--- src/bkrc_defs.svh ---
// constants of the buck regulator control sequencer
// assumes a 50 MHz core clock and a 3.5 MHz switching tick from the oscillator
`ifndef BKRC_DEFS_SVH
`define BKRC_DEFS_SVH

`define BKRC_CLK_MHZ          50
`define BKRC_REF_START_US     20
`define BKRC_STEP_US          60
`define BKRC_SS_NSTEPS        4
`define BKRC_EARLY_STEPS      2
`define BKRC_OVL_CYCLES       32
`define BKRC_CODE_OFF         4'h0
`define BKRC_ILIM_25          2'h0
`define BKRC_ILIM_40          2'h1
`define BKRC_ILIM_60          2'h2
`define BKRC_ILIM_100         2'h3

`endif

--- src/bkrc_pkg.sv ---
// types of the buck regulator control sequencer
// no surroundings assumed
package bkrc_pkg;

	typedef enum logic [2:0] {
		BKRC_OFF,
		BKRC_REF_WAIT,
		BKRC_SOFT_START,
		BKRC_RUN,
		BKRC_THERMAL
	} bkrc_seq_type;

	typedef enum logic [1:0] {
		BKRC_MODE_PWM,
		BKRC_MODE_BURST,
		BKRC_MODE_PASS
	} bkrc_mode_type;

endpackage

--- src/bkrc_sequencer.sv ---
// control sequencer of a step-down regulator: select decode, pull-down latch,
// soft-start, mode choice and protection; analog comparators arrive as pins
// and are synchronised; switch_tick is a one-cycle pulse per switching period
`timescale 1ns/1ns
`include "bkrc_defs.svh"

// Overview of operation
// [RULE1] decode four select bits to 15 levels; all low shuts down, any high enables
// [RULE2] codes 0001 to 1111 map ascending 0.80 V to 3.30 V; 0000 is off
// [RULE3] pull-downs engaged while supply below 1.5V or input below high threshold
// [RULE4] once an input went high pull-down stays off until all inputs low together
// [RULE5] host avoids transient 0000 codes and keeps intermediate codes brief
// [RULE6] soft-start begins when code goes from zero to non-zero
// [RULE7] soft-start steps current limit through 25%, 40%, 60%, 100%
// [RULE8] wait 20us reference start, then hold each step 60us, 260us total
// [RULE9] end of soft-start: burst if 90% reached in first two steps, else PWM
// [RULE10] normal operation switches at fixed 3.5MHz with regulating duty cycle
// [RULE11] input near output gives 100% duty pass-through until switching can resume
// [RULE12] load below light-load threshold stops PWM and enters burst mode
// [RULE13] burst until target plus 2.5% or burst limit, idle until target, repeat
// [RULE14] leave burst for PWM when output falls below target minus 2%
// [RULE15] over 15% above target disables drive until 2% below target
// [RULE16] 32 consecutive over-limit switching cycles enter foldback at about 150mA
// [RULE17] foldback held until load below foldback limit, then normal regulation
// [RULE18] above 160C both switches off, switch node high impedance
// [RULE19] after 20C hysteresis drop rerun full soft-start
// [RULE20] hold off regulation during supply lockout with 200mV hysteresis
// [RULE21] lowering level in continuous conduction drives output down, else load discharges
// [RULE22] soft-start timing and overload count use the switching oscillator tick
// [RULE23] select inputs synchronised before decode so enable and level agree
module bkrc_sequencer #(
	parameter int unsigned SW_KHZ   = 3500,
	parameter int unsigned CODE_W   = 4
) (
	input  wire logic              clock,
	input  wire logic              rst_n,
	input  wire logic [CODE_W-1:0] voltage_select_code,
	input  wire logic              supply_below_1v5,
	input  wire logic              supply_lockout,
	input  wire logic              switch_tick,
	input  wire logic              output_reached_90pct,
	input  wire logic              output_above_target,
	input  wire logic              output_above_burst_top,
	input  wire logic              output_below_exit,
	input  wire logic              output_above_ovp,
	input  wire logic              load_over_limit,
	input  wire logic              load_below_foldback,
	input  wire logic              load_below_light,
	input  wire logic              burst_limit_hit,
	input  wire logic              input_near_output,
	input  wire logic              over_temperature,
	input  wire logic              ccm_active,
	output logic [CODE_W-1:0]      pulldown_enable,
	output logic                   regulator_enable,
	output logic [3:0]             output_level,
	output logic [1:0]             current_limit_step,
	output logic [1:0]             regulation_mode,
	output logic                   light_load_burst_mode,
	output logic                   pwm_drive_enable,
	output logic                   high_side_hold_on,
	output logic                   burst_active,
	output logic                   foldback_active,
	output logic                   switch_node_tristate,
	output logic                   active_discharge,
	output logic                   soft_start_active
);

	// tick counts derived from the switching rate, at least one
	localparam int unsigned REF_TICKS  = (`BKRC_REF_START_US * SW_KHZ + 999) / 1000;
	localparam int unsigned STEP_TICKS = (`BKRC_STEP_US * SW_KHZ + 999) / 1000;
	localparam int unsigned TW         = 10;
	localparam logic [TW-1:0] REF_LAST  = TW'(REF_TICKS - 1);
	localparam logic [TW-1:0] STEP_LAST = TW'(STEP_TICKS - 1);
	localparam logic [5:0]    OVL_LAST  = 6'(`BKRC_OVL_CYCLES - 1);
	localparam logic [1:0]    EARLY_LAST = 2'(`BKRC_EARLY_STEPS - 1);

	localparam int unsigned NS = 14;
	// 4 select bits plus fourteen comparator or flag inputs, all asynchronous;
	// one shared two-stage synchroniser keeps code and flags aligned in time
	logic [CODE_W+NS-1:0] sync1_q;
	logic [CODE_W+NS-1:0] sync2_q;

	always_ff @(posedge clock or negedge rst_n) begin
		if (!rst_n) begin
			sync1_q <= '0;
			sync2_q <= '0;
		end else begin
			sync1_q <= {voltage_select_code, supply_below_1v5, supply_lockout, switch_tick,
				output_reached_90pct, output_above_target, output_above_burst_top,
				output_below_exit, output_above_ovp, load_over_limit, load_below_foldback,
				load_below_light, burst_limit_hit, input_near_output,
				over_temperature}; // see [RULE23]
			sync2_q <= sync1_q;
		end
	end

	logic [CODE_W-1:0] code_s;
	logic              s_low_sup;
	logic              s_lock;
	logic              s_tick;
	logic              s_90;
	logic              s_tgt;
	logic              s_btop;
	logic              s_exit;
	logic              s_ovp;
	logic              s_ovl;
	logic              s_fbok;
	logic              s_light;
	logic              s_blim;
	logic              s_near;
	logic              s_hot;
	assign {code_s, s_low_sup, s_lock, s_tick, s_90, s_tgt, s_btop, s_exit, s_ovp,
		s_ovl, s_fbok, s_light, s_blim, s_near, s_hot} = sync2_q;

	// ccm flag passes its own synchroniser
	logic ccm1_q;
	logic ccm2_q;
	always_ff @(posedge clock or negedge rst_n) begin
		if (!rst_n) begin
			ccm1_q <= 1'b0;
			ccm2_q <= 1'b0;
		end else begin
			ccm1_q <= ccm_active;
			ccm2_q <= ccm1_q;
		end
	end

	function automatic logic code_on(input logic [CODE_W-1:0] c);
		code_on = (c != `BKRC_CODE_OFF);
	endfunction

	// off and thermal shutdown both park the power stage
	function automatic logic parked(input bkrc_pkg::bkrc_seq_type s);
		parked = (s == bkrc_pkg::BKRC_OFF) || (s == bkrc_pkg::BKRC_THERMAL);
	endfunction

	logic enabled;
	assign enabled = code_on(code_s); // see [RULE1]

	// pull-down latch and sequencer state
	logic [CODE_W-1:0]       released_q;
	logic [CODE_W-1:0]       released_d;
	logic [CODE_W-1:0]       code_q;
	logic [CODE_W-1:0]       code_d;
	bkrc_pkg::bkrc_seq_type  seq_q;
	bkrc_pkg::bkrc_seq_type  seq_d;
	bkrc_pkg::bkrc_mode_type mode_q;
	bkrc_pkg::bkrc_mode_type mode_d;
	logic [TW-1:0]           tcnt_q;
	logic [TW-1:0]           tcnt_d;
	logic [1:0]              step_q;
	logic [1:0]              step_d;
	logic                    early_q;
	logic                    early_d;
	logic [5:0]              ovl_q;
	logic [5:0]              ovl_d;
	logic                    fold_q;
	logic                    fold_d;
	logic                    ovp_q;
	logic                    ovp_d;
	logic                    idle_q;
	logic                    idle_d;
	logic                    dis_q;
	logic                    dis_d;

	always_comb begin
		released_d = released_q;
		code_d     = code_q;
		seq_d      = seq_q;
		mode_d     = mode_q;
		tcnt_d     = tcnt_q;
		step_d     = step_q;
		early_d    = early_q;
		ovl_d      = ovl_q;
		fold_d     = fold_q;
		ovp_d      = ovp_q;
		idle_d     = idle_q;
		dis_d      = dis_q;

		if (s_low_sup || !enabled)
			released_d = '0; // see [RULE3] [RULE4]
		else
			released_d = released_q | code_s; // see [RULE4]

		// lowering the level: active pull-down only in continuous conduction
		if (enabled && code_q != code_s)
			dis_d = (code_s < code_q) && ccm2_q; // see [RULE21]
		else if (!s_tgt)
			dis_d = 1'b0;
		code_d = code_s; // see [RULE2]

		case (seq_q)
		bkrc_pkg::BKRC_OFF: begin
			if (enabled && !s_lock && !s_hot) begin
				seq_d   = bkrc_pkg::BKRC_REF_WAIT; // see [RULE6] [RULE20]
				tcnt_d  = '0;
				step_d  = `BKRC_ILIM_25;
				early_d = 1'b0;
			end
		end
		bkrc_pkg::BKRC_REF_WAIT: begin
			if (s_tick) begin
				if (tcnt_q == REF_LAST) begin
					seq_d  = bkrc_pkg::BKRC_SOFT_START; // see [RULE8] [RULE22]
					tcnt_d = '0;
				end else
					tcnt_d = tcnt_q + 1'b1;
			end
		end
		bkrc_pkg::BKRC_SOFT_START: begin
			if (s_90 && step_q <= EARLY_LAST)
				early_d = 1'b1; // see [RULE9]
			if (s_tick) begin
				if (tcnt_q == STEP_LAST) begin
					tcnt_d = '0;
					if (step_q == `BKRC_ILIM_100) begin
						seq_d  = bkrc_pkg::BKRC_RUN;
						mode_d = early_q ? bkrc_pkg::BKRC_MODE_BURST
							: bkrc_pkg::BKRC_MODE_PWM; // see [RULE9]
					end else
						step_d = step_q + 1'b1; // see [RULE7]
				end else
					tcnt_d = tcnt_q + 1'b1; // see [RULE22]
			end
		end
		bkrc_pkg::BKRC_RUN: begin
			case (mode_q)
			bkrc_pkg::BKRC_MODE_PWM: begin
				if (s_near)
					mode_d = bkrc_pkg::BKRC_MODE_PASS; // see [RULE11]
				else if (s_light)
					mode_d = bkrc_pkg::BKRC_MODE_BURST; // see [RULE12]
			end
			bkrc_pkg::BKRC_MODE_BURST: begin
				if (s_exit)
					mode_d = bkrc_pkg::BKRC_MODE_PWM; // see [RULE14]
				else if (!idle_q && (s_btop || s_blim))
					idle_d = 1'b1; // see [RULE13]
				else if (idle_q && !s_tgt)
					idle_d = 1'b0; // see [RULE13]
			end
			bkrc_pkg::BKRC_MODE_PASS: begin
				if (!s_near)
					mode_d = bkrc_pkg::BKRC_MODE_PWM; // see [RULE11]
			end
			default: mode_d = bkrc_pkg::BKRC_MODE_PWM;
			endcase
			if (mode_d != bkrc_pkg::BKRC_MODE_BURST)
				idle_d = 1'b0;
		end
		bkrc_pkg::BKRC_THERMAL: begin
			// the over-temperature input carries the 20C hysteresis
			if (!s_hot) begin
				seq_d = bkrc_pkg::BKRC_OFF; // see [RULE19]
			end
		end
		default: seq_d = bkrc_pkg::BKRC_OFF;
		endcase

		// over-voltage hysteresis
		if (s_ovp)
			ovp_d = 1'b1; // see [RULE15]
		else if (s_exit)
			ovp_d = 1'b0; // see [RULE15]

		// consecutive overload cycles counted on the switching tick
		if (s_tick && seq_q == bkrc_pkg::BKRC_RUN) begin
			if (!s_ovl)
				ovl_d = '0;
			else if (ovl_q != OVL_LAST)
				ovl_d = ovl_q + 1'b1;
			else
				fold_d = 1'b1; // see [RULE16] [RULE22]
		end
		if (fold_q && s_fbok) begin
			fold_d = 1'b0; // see [RULE17]
			ovl_d  = '0;
		end

		if (s_hot && seq_q != bkrc_pkg::BKRC_OFF)
			seq_d = bkrc_pkg::BKRC_THERMAL; // see [RULE18]
		if ((!enabled || s_lock) && seq_q != bkrc_pkg::BKRC_THERMAL)
			seq_d = bkrc_pkg::BKRC_OFF; // see [RULE1] [RULE20]
		// leaving regulation drops every fault and mode memory except the over-voltage latch
		if (parked(seq_d)) begin
			fold_d = 1'b0;
			ovl_d  = '0;
			mode_d = bkrc_pkg::BKRC_MODE_PWM;
			idle_d = 1'b0;
			dis_d  = 1'b0;
		end
	end

	always_ff @(posedge clock or negedge rst_n) begin
		if (!rst_n) begin
			released_q <= '0;
			code_q     <= `BKRC_CODE_OFF;
			seq_q      <= bkrc_pkg::BKRC_OFF;
			mode_q     <= bkrc_pkg::BKRC_MODE_PWM;
			tcnt_q     <= '0;
			step_q     <= `BKRC_ILIM_25;
			early_q    <= 1'b0;
			ovl_q      <= '0;
			fold_q     <= 1'b0;
			ovp_q      <= 1'b0;
			idle_q     <= 1'b0;
			dis_q      <= 1'b0;
		end else begin
			released_q <= released_d;
			code_q     <= code_d;
			seq_q      <= seq_d;
			mode_q     <= mode_d;
			tcnt_q     <= tcnt_d;
			step_q     <= step_d;
			early_q    <= early_d;
			ovl_q      <= ovl_d;
			fold_q     <= fold_d;
			ovp_q      <= ovp_d;
			idle_q     <= idle_d;
			dis_q      <= dis_d;
		end
	end

	logic running;
	assign running = (seq_q == bkrc_pkg::BKRC_RUN);

	// outputs, all from flip-flops
	assign pulldown_enable       = ~released_q; // see [RULE3]
	assign regulator_enable      = !parked(seq_q);
	assign output_level          = code_q; // see [RULE2]
	assign current_limit_step    = running ? `BKRC_ILIM_100 : step_q; // see [RULE7]
	assign regulation_mode       = mode_q;
	assign light_load_burst_mode = running && mode_q == bkrc_pkg::BKRC_MODE_BURST;
	assign pwm_drive_enable      = (seq_q == bkrc_pkg::BKRC_SOFT_START || running)
		&& !ovp_q && !(light_load_burst_mode && idle_q); // see [RULE10] [RULE15]
	assign high_side_hold_on     = running && mode_q == bkrc_pkg::BKRC_MODE_PASS && !ovp_q;
	assign burst_active          = light_load_burst_mode && !idle_q && !ovp_q;
	assign foldback_active       = fold_q; // see [RULE16]
	assign switch_node_tristate  = !pwm_drive_enable; // see [RULE18]
	assign active_discharge      = dis_q && running;
	assign soft_start_active     = seq_q == bkrc_pkg::BKRC_REF_WAIT || seq_q == bkrc_pkg::BKRC_SOFT_START;

endmodule

--- config.mk ---
export PLATFORM = sky130hd
export DESIGN_NAME = bkrc_sequencer
export DESIGN_NICKNAME = d
export VERILOG_FILES = /design/src/bkrc_pkg.sv /design/src/bkrc_sequencer.sv
export VERILOG_INCLUDE_DIRS = /design/src /design/src/src
export SDC_FILE = /design/constraint.sdc
export NUM_CORES = 1
export LEC_CHECK = 0
export ABC_AREA = 1
export BUFFER_PORTS_ARGS = -buffer_cell sky130_fd_sc_hd__buf_2
export CORE_MARGIN = 2
export CORE_UTILIZATION = 45
export DETAILED_ROUTE_END_ITERATION = 10
export SLEW_MARGIN = 10
export SYNTH_ARGS = -nofsm -noshare
export SYNTH_HDL_FRONTEND = slang
export SYNTH_SLANG_ARGS = --single-unit
--- constraint.sdc ---
create_clock -name clock -period 2.05 [get_ports clock]
set_input_delay 0.3075 -clock clock [delete_from_list [all_inputs] [get_ports clock]]
set_output_delay 0.3075 -clock clock [all_outputs]
set_load 0.01 [all_outputs]
==> flow_summary.ini, run 1 <==
[outcome]
status = finished, final reports clean

[power_and_ir_drop]
comb_power_share = 0.113
static-leakage-power_uw = 0.00181
clock_power_share = 0.380
p_per_area_nw_per_um2 = 839
sequentialPowerShare = 0.507
power_switching_uw = 828
internal_power_uw = 2280
peakVddDrop_uv = 512
swShare = 0.266

[worst_hold_path]
hold_depth = 1
hold_start = load_over_limit
hold_end = sync1_q[5]$_DFF_PN0_
hp-class = input port to flip-flop

[grt]
gr-total-overflow = 0
grt_pass1_wl_um = 10300
first_global_vias = 2281
grt_max_degree = 57
gr-usage-all-layers = 0.178
antenna_found_initial = 0

[synthesis]
ys_top_cells_by_area = dfrtp_1 59%, nand2_1 6.6%, inv_1 5.7%
ys_warn_count = 0
synth_cells = 329
synth.distinct_cells = 35
yosysTopAreaCellShare = 0.593
syn_nets = 359
syn_area_um2 = 3120
yosys_register_bits = 74
avgSynthCellArea_um2 = 9.49
yosysTopAreaCell = dfrtp_1
yosysSeqAreaShare = 0.593

[cells_and_area]
area.growth.synth_to_final_pct = 18.8
seqCellArea_um2 = 1850
num_antenna_cells = 0
layout_common_cells = 73 x dfrtp_1, 53 x nand2_1, 47 x inv_1
multi_input_area_um2 = 1080
layout_commonest_cell = dfrtp_1
nFillCells = 619
drive_gt1_frac = 0.225
final_nets = 416

[floorplanning]
io_pins = 42
initial_core_util = 0.462
num_rows = 30
dieArea_um2 = 7620
die_h_um = 87.3
die_w_um = 87.3
core_area_um2 = 6760

[critical_path]
cp.arrival_ns = 1.63
required_ns = 1.74
cp_num_buf_inv = 4
r2r_slack_ns = 0.28
path_class = flip-flop to primary output
path_cells = nor3_4 > inv_4 > nand2_2 > inv_2 > a211oi_2 > inv_1 > buf_2
max_stage_delay_ns = 0.44
worst_r2r_endpoint = tcnt_q[7]$_DFFE_PN0P_
cp_top_family = flip-flops
ff2ff_path_depth = 8
crit_cells = 7
startpoint_type = flip-flop
r2r_start = tcnt_q[0]$_DFFE_PN0P_
cp_max_fo = 9
crit_path_end_kind = primary output
cp_slowest_cell = dfrtp_2

[clock_tree]
insertion_delay_ns = 0.34
htreeDepth = 3
clock-sinks = 74
cts_max_path_buffers = 2
cts_buffers = 9
cts_tree = done
cts-root-buf = clkbuf_8
clk_pin_slew_worst_paths_ns = 0.08

[route]
dr.pass1.iters = 4
detail-route-antenna-nets = 0
routed_wl_um = 5870
vias_per_cell = 4.89
routedWlPerCell_um = 12.5
post-route-drc-count = 0
initialDrtViolationCount = 101
via_count = 2303

[timing]
hold_viol_final = 0
finalCritPeriodShare = 0.947
relSlewSlack = 0.703
fin_worst_skew_ns = 0.00957
whs_ns = 0.0655
fin_crit_ns = 1.94
clock.fmax_mhz = 515
setup_viol = 0
tightest_slew_ns = 0.446
maxSlewViolCount = 0
tns_ns = 0

[place]
globalplace.congestion = 0.841
dp_hpwl_um = 4260
io_buffers = 41

[job]
maxCapViolations = 0
-- worst register-to-register path: cells and delay by family, from the launching register on --
| kind | cells | cell delay [ns] |
|---|---|---|
| AO/OA/AOI/OAI | 2 | 0.46 |
| buffers and inverters | 1 | 0.03 |
| flip-flops | 1 | 0.48 |
| AND/OR/NAND/NOR | 4 | 0.46 |
| adder cells (fa/ha/maj) | 1 | 0.24 |
-- sequential cells by signal, indices dropped and copies added (netlist names), 3 cells and up --
register	flops
sync1_q	18
sync2_q	18
tcnt_q	10
ovl_q	6
output_level	4
released_q	4
seq_q	3
-- cell usage after synthesis --
cell / instances
dfrtp_1: 74
nand2_1: 55
inv_1: 47
nor2_1: 40
a21oi_1: 18
nand3_1: 16
o21ai_0: 14
ha_1: 9
nand2_2: 7
inv_2: 5
nand4_1: 5
xor2_1: 5
nor3_1: 4
o21ai_1: 4
o31ai_1: 3
nand3_2: 2
nor2_2: 2
o21ai_2: 2
a211oi_1: 1
a211oi_2: 1
a21boi_0: 1
a21boi_1: 1
a21o_1: 1
a21oi_2: 1
a22oi_1: 1
a31oi_1: 1
and2_1: 1
clkinv_1: 1
inv_4: 1
nand3b_1: 1
nor3_4: 1
nor3b_1: 1
nor4_1: 1
o22ai_1: 1
xnor2_1: 1
-- routing by layer --
metal / up-vias / part of all wire / GRT usage
met1: 1081 / 0.48 / 0.237
met4: 0 / 0.012 / 0.0797
met5: - / 0 / 0
li1: 1169 / - / -
met3: 6 / 0.040 / 0.0521
met2: 47 / 0.46 / 0.269
-- power groups by stage --
stage	Sequential, uW	Combinational [uW]	Clock, uW
after CTS	1580	357	1230
after global routing	1590	407	1300
after global placement	1600	347	0
after detailed placement	1610	352	0
final	1580	351	1180
after floorplan	1600	219	0
-- worst max-delay path by stage --
stage / from / end
3_3_place_gp: seq_q[1]$_DFF_PN0_ / switch_node_tristate
4_1_cts: seq_q[2]$_DFF_PN0_ / switch_node_tristate
6_report: seq_q[2]$_DFF_PN0_ / switch_node_tristate
3_5_place_dp: seq_q[0]$_DFF_PN0_ / switch_node_tristate
5_1_grt: seq_q[0]$_DFF_PN0_ / switch_node_tristate
2_1_floorplan: seq_q[0]$_DFF_PN0_ / switch_node_tristate
-- area by class of cell --
| cell class | instances | area share |
|---|---|---|
| inverters | 54 | 0.0560 |
| flip-flops and latches | 74 | 0.500 |
| well taps | 80 | 0.0270 |
| multi-input cells | 201 | 0.291 |
| clock inverters | 5 | 0.0162 |
| repair buffers | 46 | 0.0695 |
| clock buffers | 11 | 0.0408 |
-- timing repair --
action                                  4_1_cts  5_1_grt
hold endpoints to repair                     18        0
buffers inserted                              2        0
endpoints found under the setup margin        2        1
pin swaps                                     1        0
resized for setup                             2        4
hold buffers                                  1        0
-- cells by family after synthesis --
kind of cell	share of synthesized area
AO/OA/AOI/OAI	0.0934
XOR/XNOR	0.0168
adder cells (fa/ha/maj)	0.0361
buffers and inverters	0.0657
flip-flops	0.593
AND/OR/NAND/NOR	0.195
-- stage by stage --
step	area, um2	cells	utilization	setup slack (ns)	power (uW)
finish	3710	471	0.549	0.109	3110
global placement	3450	452	0.511	0.324	1950
detailed placement	3450	452	0.511	0.293	1960
global route	3710	471	0.549	-0.000624	3290
CTS	3700	471	0.547	0.0572	3160
floorplan	3120	329	-	0.340	1810
Note: power is estimated with default switching activity, not from simulation.
==> run 2, diff against run 1 <==
==> constraint.sdc (replaced) <==
create_clock -name clock -period 2.05 [get_ports clock]
set_input_delay 0.3075 -clock clock [delete_from_list [all_inputs] [get_ports clock]]
set_output_delay 0.3075 -clock clock [all_outputs]
set_load 0.02 [all_outputs]
==> flow_summary.ini, run 2 (synthesis results as in run 1) <==
[clock_tree]
htreeDepth = 3
clock-sinks = 74
clk_pin_slew_worst_paths_ns = 0.08
cts-root-buf = clkbuf_8
insertion_delay_ns = 0.34
cts_tree = done
cts_buffers = 9
cts_max_path_buffers = 2

[critical_path]
cp.arrival_ns = 1.65
cp_top_family = flip-flops
cp_num_buf_inv = 5
max_stage_delay_ns = 0.43
path_class = flip-flop to primary output
cp_common_cell = inv_2
path_cells = inv_2 > nor3_4 > inv_4 > nand2_2 > inv_2 > a211oi_2 > inv_1 > buf_6
startpoint_type = flip-flop
cp_max_fo = 4
cp_slowest_cell = dfrtp_1
crit_path_end_kind = primary output
required_ns = 1.74

[timing]
tightest_slew_ns = 0.383
fin_worst_skew_ns = 0.00672
relSlewSlack = 0.745
maxSlewViolCount = 0
setup_viol = 0
tns_ns = 0
finalCritPeriodShare = 0.953
rsz0062_at_grt = true
hold_viol_final = 0
clock.fmax_mhz = 512
fin_crit_ns = 1.95
setup_slack_ns = 0.0974

[grt]
grt_pass1_wl_um = 10200
grt_max_degree = 75
first_global_vias = 2242
antenna_found_initial = 0
gr-usage-all-layers = 0.174
gr-total-overflow = 0

[route]
post-route-drc-count = 0
routed_wl_um = 5800
detail-route-antenna-nets = 0
vias_per_cell = 4.80
dr.pass1.iters = 4
via_count = 2275
routedWlPerCell_um = 12.2
initialDrtViolationCount = 137

[power_and_ir_drop]
p_per_area_nw_per_um2 = 796
peakVddDrop_uv = 497
static-leakage-power_uw = 0.00183

[floorplanning]
die_h_um = 87.3
num_rows = 30
die_w_um = 87.3
io_pins = 42
dieArea_um2 = 7620
initial_core_util = 0.462
core_area_um2 = 6760

[place]
place_ws_ns = 0.281
dp_hpwl_um = 4220
io_buffers = 41
globalplace.congestion = 0.864
dp_cells = 452

[cells_and_area]
fin_cells = 474
layout_common_cells = 74 x dfrtp_1, 53 x nand2_1, 47 x inv_1
area.growth.synth_to_final_pct = 19.2
final_nets = 419
layout_commonest_cell = dfrtp_1
num_antenna_cells = 0
utilization = 0.551
drive_gt1_frac = 0.226
largestRegisters = sync1_q: 18 flops, sync2_q: 18 flops, tcnt_q: 10 flops

[worst_hold_path]
hp-class = input port to flip-flop

[job]
maxCapViolations = 0

[outcome]
status = finished, final reports clean
## run 2: report_power, final
part,internal (uW),switching [uW],leakage (uW)
clock network,453,554,0.0000810
registers,1530,50.7,0.000925
logic,127,250,0.000827
total,2110,855,0.00183
## run 2: routing by layer
metal / track usage / vias up / share of wire
met2: 0.282 / 41 / 0.49
met3: 0.0607 / 2 / 0.042
met5: 0 / - / 0
met1: 0.223 / 1063 / 0.47
li1: - / 1169 / -
met4: 0.0462 / 0 / 0.0048
## run 2: worst reg2reg max path, stage by stage (launching register included)
cell	delay, ns
dfrtp_1	0.46
inv_2	0.12
nand3_2	0.15
inv_1	0.13
nor2_1	0.06
a21oi_2	0.11
nand2_2	0.15
inv_4	0.15
nand3_1	0.14
a21boi_1	0.17
## run 2: timing repair
item,CTS,global route
endpoints found under the setup margin,2,2
pin swaps,1,2
setup buffers,3,2
gates resized for setup,1,10
hold buffers,1,0
endpoints found under the hold margin,65,0
## run 2: layout make-up
cell class                      instances  area [um2]
Timing Repair Buffer                   49         290
Clock buffer                           10         128
Multi-Input combinational cell        201        1090
Inverter                               54         208
Fill cell                             611        3040
Sequential cell                        74        1850
Clock inverter                          6        51.3
Tap cell                               80         100
## run 2: path summary, 6_finish.rpt
path | startpoint | to | slack [ns] | depth (start not counted)
worst max-delay path | seq_q[0]$_DFF_PN0_ | switch_node_tristate | 0.1 | 8
worst max register to register | seq_q[2]$_DFF_PN0_ | tcnt_q[3]$_DFFE_PN0P_ | 0.28 | 9
min in group asynchronous | rst_n | released_q[2]$_DFF_PN0_ | 0.52 | 3
worst min-delay path | load_below_light | sync1_q[3]$_DFF_PN0_ | 0.07 | 1
worst min register to register | sync1_q[3]$_DFF_PN0_ | sync2_q[3]$_DFF_PN0_ | 0.35 | 0
max in group asynchronous | rst_n | tcnt_q[0]$_DFFE_PN0P_ | 1.22 | 3
## run 2: per-stage QoR
stage                     power, uW  hold slack (ns)  instance area (um2)
after floorplan                1830           0.0119                 3120
after global placement         1970            0.331                 3450
after detailed placement       1980            0.335                 3450
after CTS                      3000           0.0451                 3670
after global routing           3130           0.0330                 3720
final                          2960           0.0661                 3720
==> run 3, diff against run 2 <==
--- a/config.mk
+++ b/config.mk
@@ -6,9 +6,8 @@
 export SDC_FILE = /design/constraint.sdc
 export NUM_CORES = 1
 export LEC_CHECK = 0
-export ABC_AREA = 1
 export BUFFER_PORTS_ARGS = -buffer_cell sky130_fd_sc_hd__buf_2
-export CORE_MARGIN = 2
+export CORE_MARGIN = 5
 export CORE_UTILIZATION = 45
 export DETAILED_ROUTE_END_ITERATION = 10
 export SLEW_MARGIN = 10
==> flow_summary.ini, run 3 <==
[synthesis]
yosys_register_bits = 74
syn_area_um2 = 3130
synth_fa_ha_area_frac = 0.0359
synth.distinct_cells = 56
yosysMostFrequentCell = dfrtp_1
synth-compound-area-share = 0.146
yosysTopAreaCellShare = 0.591
synth.area.mux_share = 0.00639
ys.flop_type = dfrtp_1
yosys.area_share.simple = 0.182
synth_common_cells = 74 x dfrtp_1, 20 x nor2_1, 19 x nand2_1
ys_top_cells_by_area = dfrtp_1 59%, ha_1 3.6%, nor2_1 2.4%
synth_cells = 274
avgSynthCellArea_um2 = 11.4
yosysTopAreaCell = dfrtp_1
synthXorXnorAreaFrac = 0
syn_nets = 304
synth_top_family_by_area = simple AND/OR/NAND/NOR gates
yosysSeqAreaShare = 0.591
ys_warn_count = 0
synth_edf_count = 0
async_flop_share = 1.00

[clock_tree]
cts_max_path_buffers = 2
cts_buffers = 9
clk_pin_slew_worst_paths_ns = 0.09
cts_tree = done
cts-root-buf = clkbuf_8
insertion_delay_ns = 0.34
clock-sinks = 74
htreeDepth = 3

[timing]
fin_worst_skew_ns = 0.00914
finalCritPeriodShare = 0.954
setup_viol = 0
hold_viol_final = 0
tns_ns = 0
clock.fmax_mhz = 511
tightest_slew_ns = 0.414
relSlewSlack = 0.722
rsz0062_at_grt = true
fin_crit_ns = 1.96
maxSlewViolCount = 0

[cells_and_area]
stdcell_area_um2 = 3890
largestRegisters = sync1_q: 18 flops, sync2_q: 18 flops, tcnt_q: 10 flops
layout_common_cells = 72 x dfrtp_1, 38 x buf_2, 25 x buf_4
final_nets = 373
seqCellArea_um2 = 1850
fin_cells = 444
area.growth.synth_to_final_pct = 24.2
drive_gt1_frac = 0.313
num_antenna_cells = 0
nFillCells = 612
multi_input_area_um2 = 1190
layout_commonest_cell = dfrtp_1

[power_and_ir_drop]
power.total_uw = 3070
static-leakage-power_uw = 0.00184
p_per_area_nw_per_um2 = 790
peakVddDrop_uv = 546

[grt]
gr-usage-all-layers = 0.161
gr-total-overflow = 0
antenna_found_initial = 0
grt_max_degree = 50
grt_pass1_wl_um = 11000
first_global_vias = 2363

[route]
initialDrtViolationCount = 79
post-route-drc-count = 0
vias_per_cell = 5.20
routed_wl_um = 6100
routedWlPerCell_um = 13.7
dr.pass1.iters = 4
detail-route-antenna-nets = 0
via_count = 2307

[floorplanning]
initial_core_util = 0.461
die_h_um = 93.4
dieArea_um2 = 8730
io_pins = 42
core_area_um2 = 6790
die_w_um = 93.4
num_rows = 30

[critical_path]
path_class = flip-flop to primary output
required_ns = 1.74
crit_path_end_kind = primary output
cp_max_fo = 3
startpoint_type = flip-flop
cp.arrival_ns = 1.65

[outcome]
status = finished, final reports clean

[job]
maxCapViolations = 0

[place]
dpl_cell_area_um2 = 3580
io_buffers = 41
globalplace.congestion = 0.748
dp_cells = 424
dp_hpwl_um = 4320

[worst_hold_path]
hp-class = input port to flip-flop
## run 3: cell type report
type                    count  area share
multi-input cells         174       0.306
clock buffers               9      0.0318
well taps                  96      0.0309
flip-flops and latches     74       0.477
clock inverters             7      0.0277
repair buffers             67       0.111
inverters                  17      0.0164
## run 3: final timing paths
path / end / slack (ns) / start / cells past startpoint
max: pwm_drive_enable / 0.09 / seq_q[1]$_DFF_PN0_ / 7
max reg2reg: tcnt_q[6]$_DFFE_PN0P_ / 0.13 / tcnt_q[3]$_DFFE_PN0P_ / 6
min reg2reg: sync2_q[6]$_DFF_PN0_ / 0.35 / sync1_q[6]$_DFF_PN0_ / 0
min: sync1_q[17]$_DFF_PN0_ / 0.06 / voltage_select_code[3] / 1
min in group asynchronous: tcnt_q[2]$_DFFE_PN0P_ / 0.41 / rst_n / 2
max in group asynchronous: seq_q[2]$_DFF_PN0_ / 1.06 / rst_n / 3
## run 3: logic make-up (layout without fill, tap and decap cells)
logic type      count (synthesis)  count (layout)
simple gates                   99              99
flops                          74              74
compound gates                 64              64
buf+inv                        26             100
fa+ha+maj                       9               9
mux                             2               2
## run 3: layer usage
| layer | vias up | global-route usage | share of wire |
|---|---|---|---|
| li1 | 1117 | - | - |
| met1 | 1130 | 0.216 | 0.45 |
| met2 | 50 | 0.247 | 0.48 |
| met3 | 10 | 0.0418 | 0.053 |
| met4 | 0 | 0.0696 | 0.018 |
| met5 | - | 0 | 0 |
## run 3: worst max-delay path: stages, from the launching register on
cell and delay (ns):
dfrtp_1 0.40, nor2b_4 0.14, nand2_2 0.08, nor2_2 0.04, and2_4 0.16, a211o_1 0.33
inv_2 0.06, buf_6 0.10
## run 3: what timing repair did
item / 4_1_cts / 5_1_grt
setup endpoints to repair: 5 / 11
hold buffers: 1 / 0
pin swaps: 2 / 4
setup buffers: 2 / 2
endpoints found under the hold margin: 25 / 0
resized for setup: 7 / 13
## run 3: report_power, final
group / switching (uW) / internal [uW] / total (uW)
sequential: 34.2 / 1510 / 1550
clock: 580 / 711 / 1290
combinational: 130 / 105 / 235
## run 3: stage by stage
step,setup WS (ns),hold slack [ns],utilization
2_1_floorplan,0.00789,0.0119,-
3_3_place_gp,0.0832,0.239,0.527
3_5_place_dp,-0.0125,0.242,0.527
4_1_cts,0.00894,0.0443,0.568
5_1_grt,-0.0304,0.0277,0.573
6_report,0.0938,0.0598,0.573
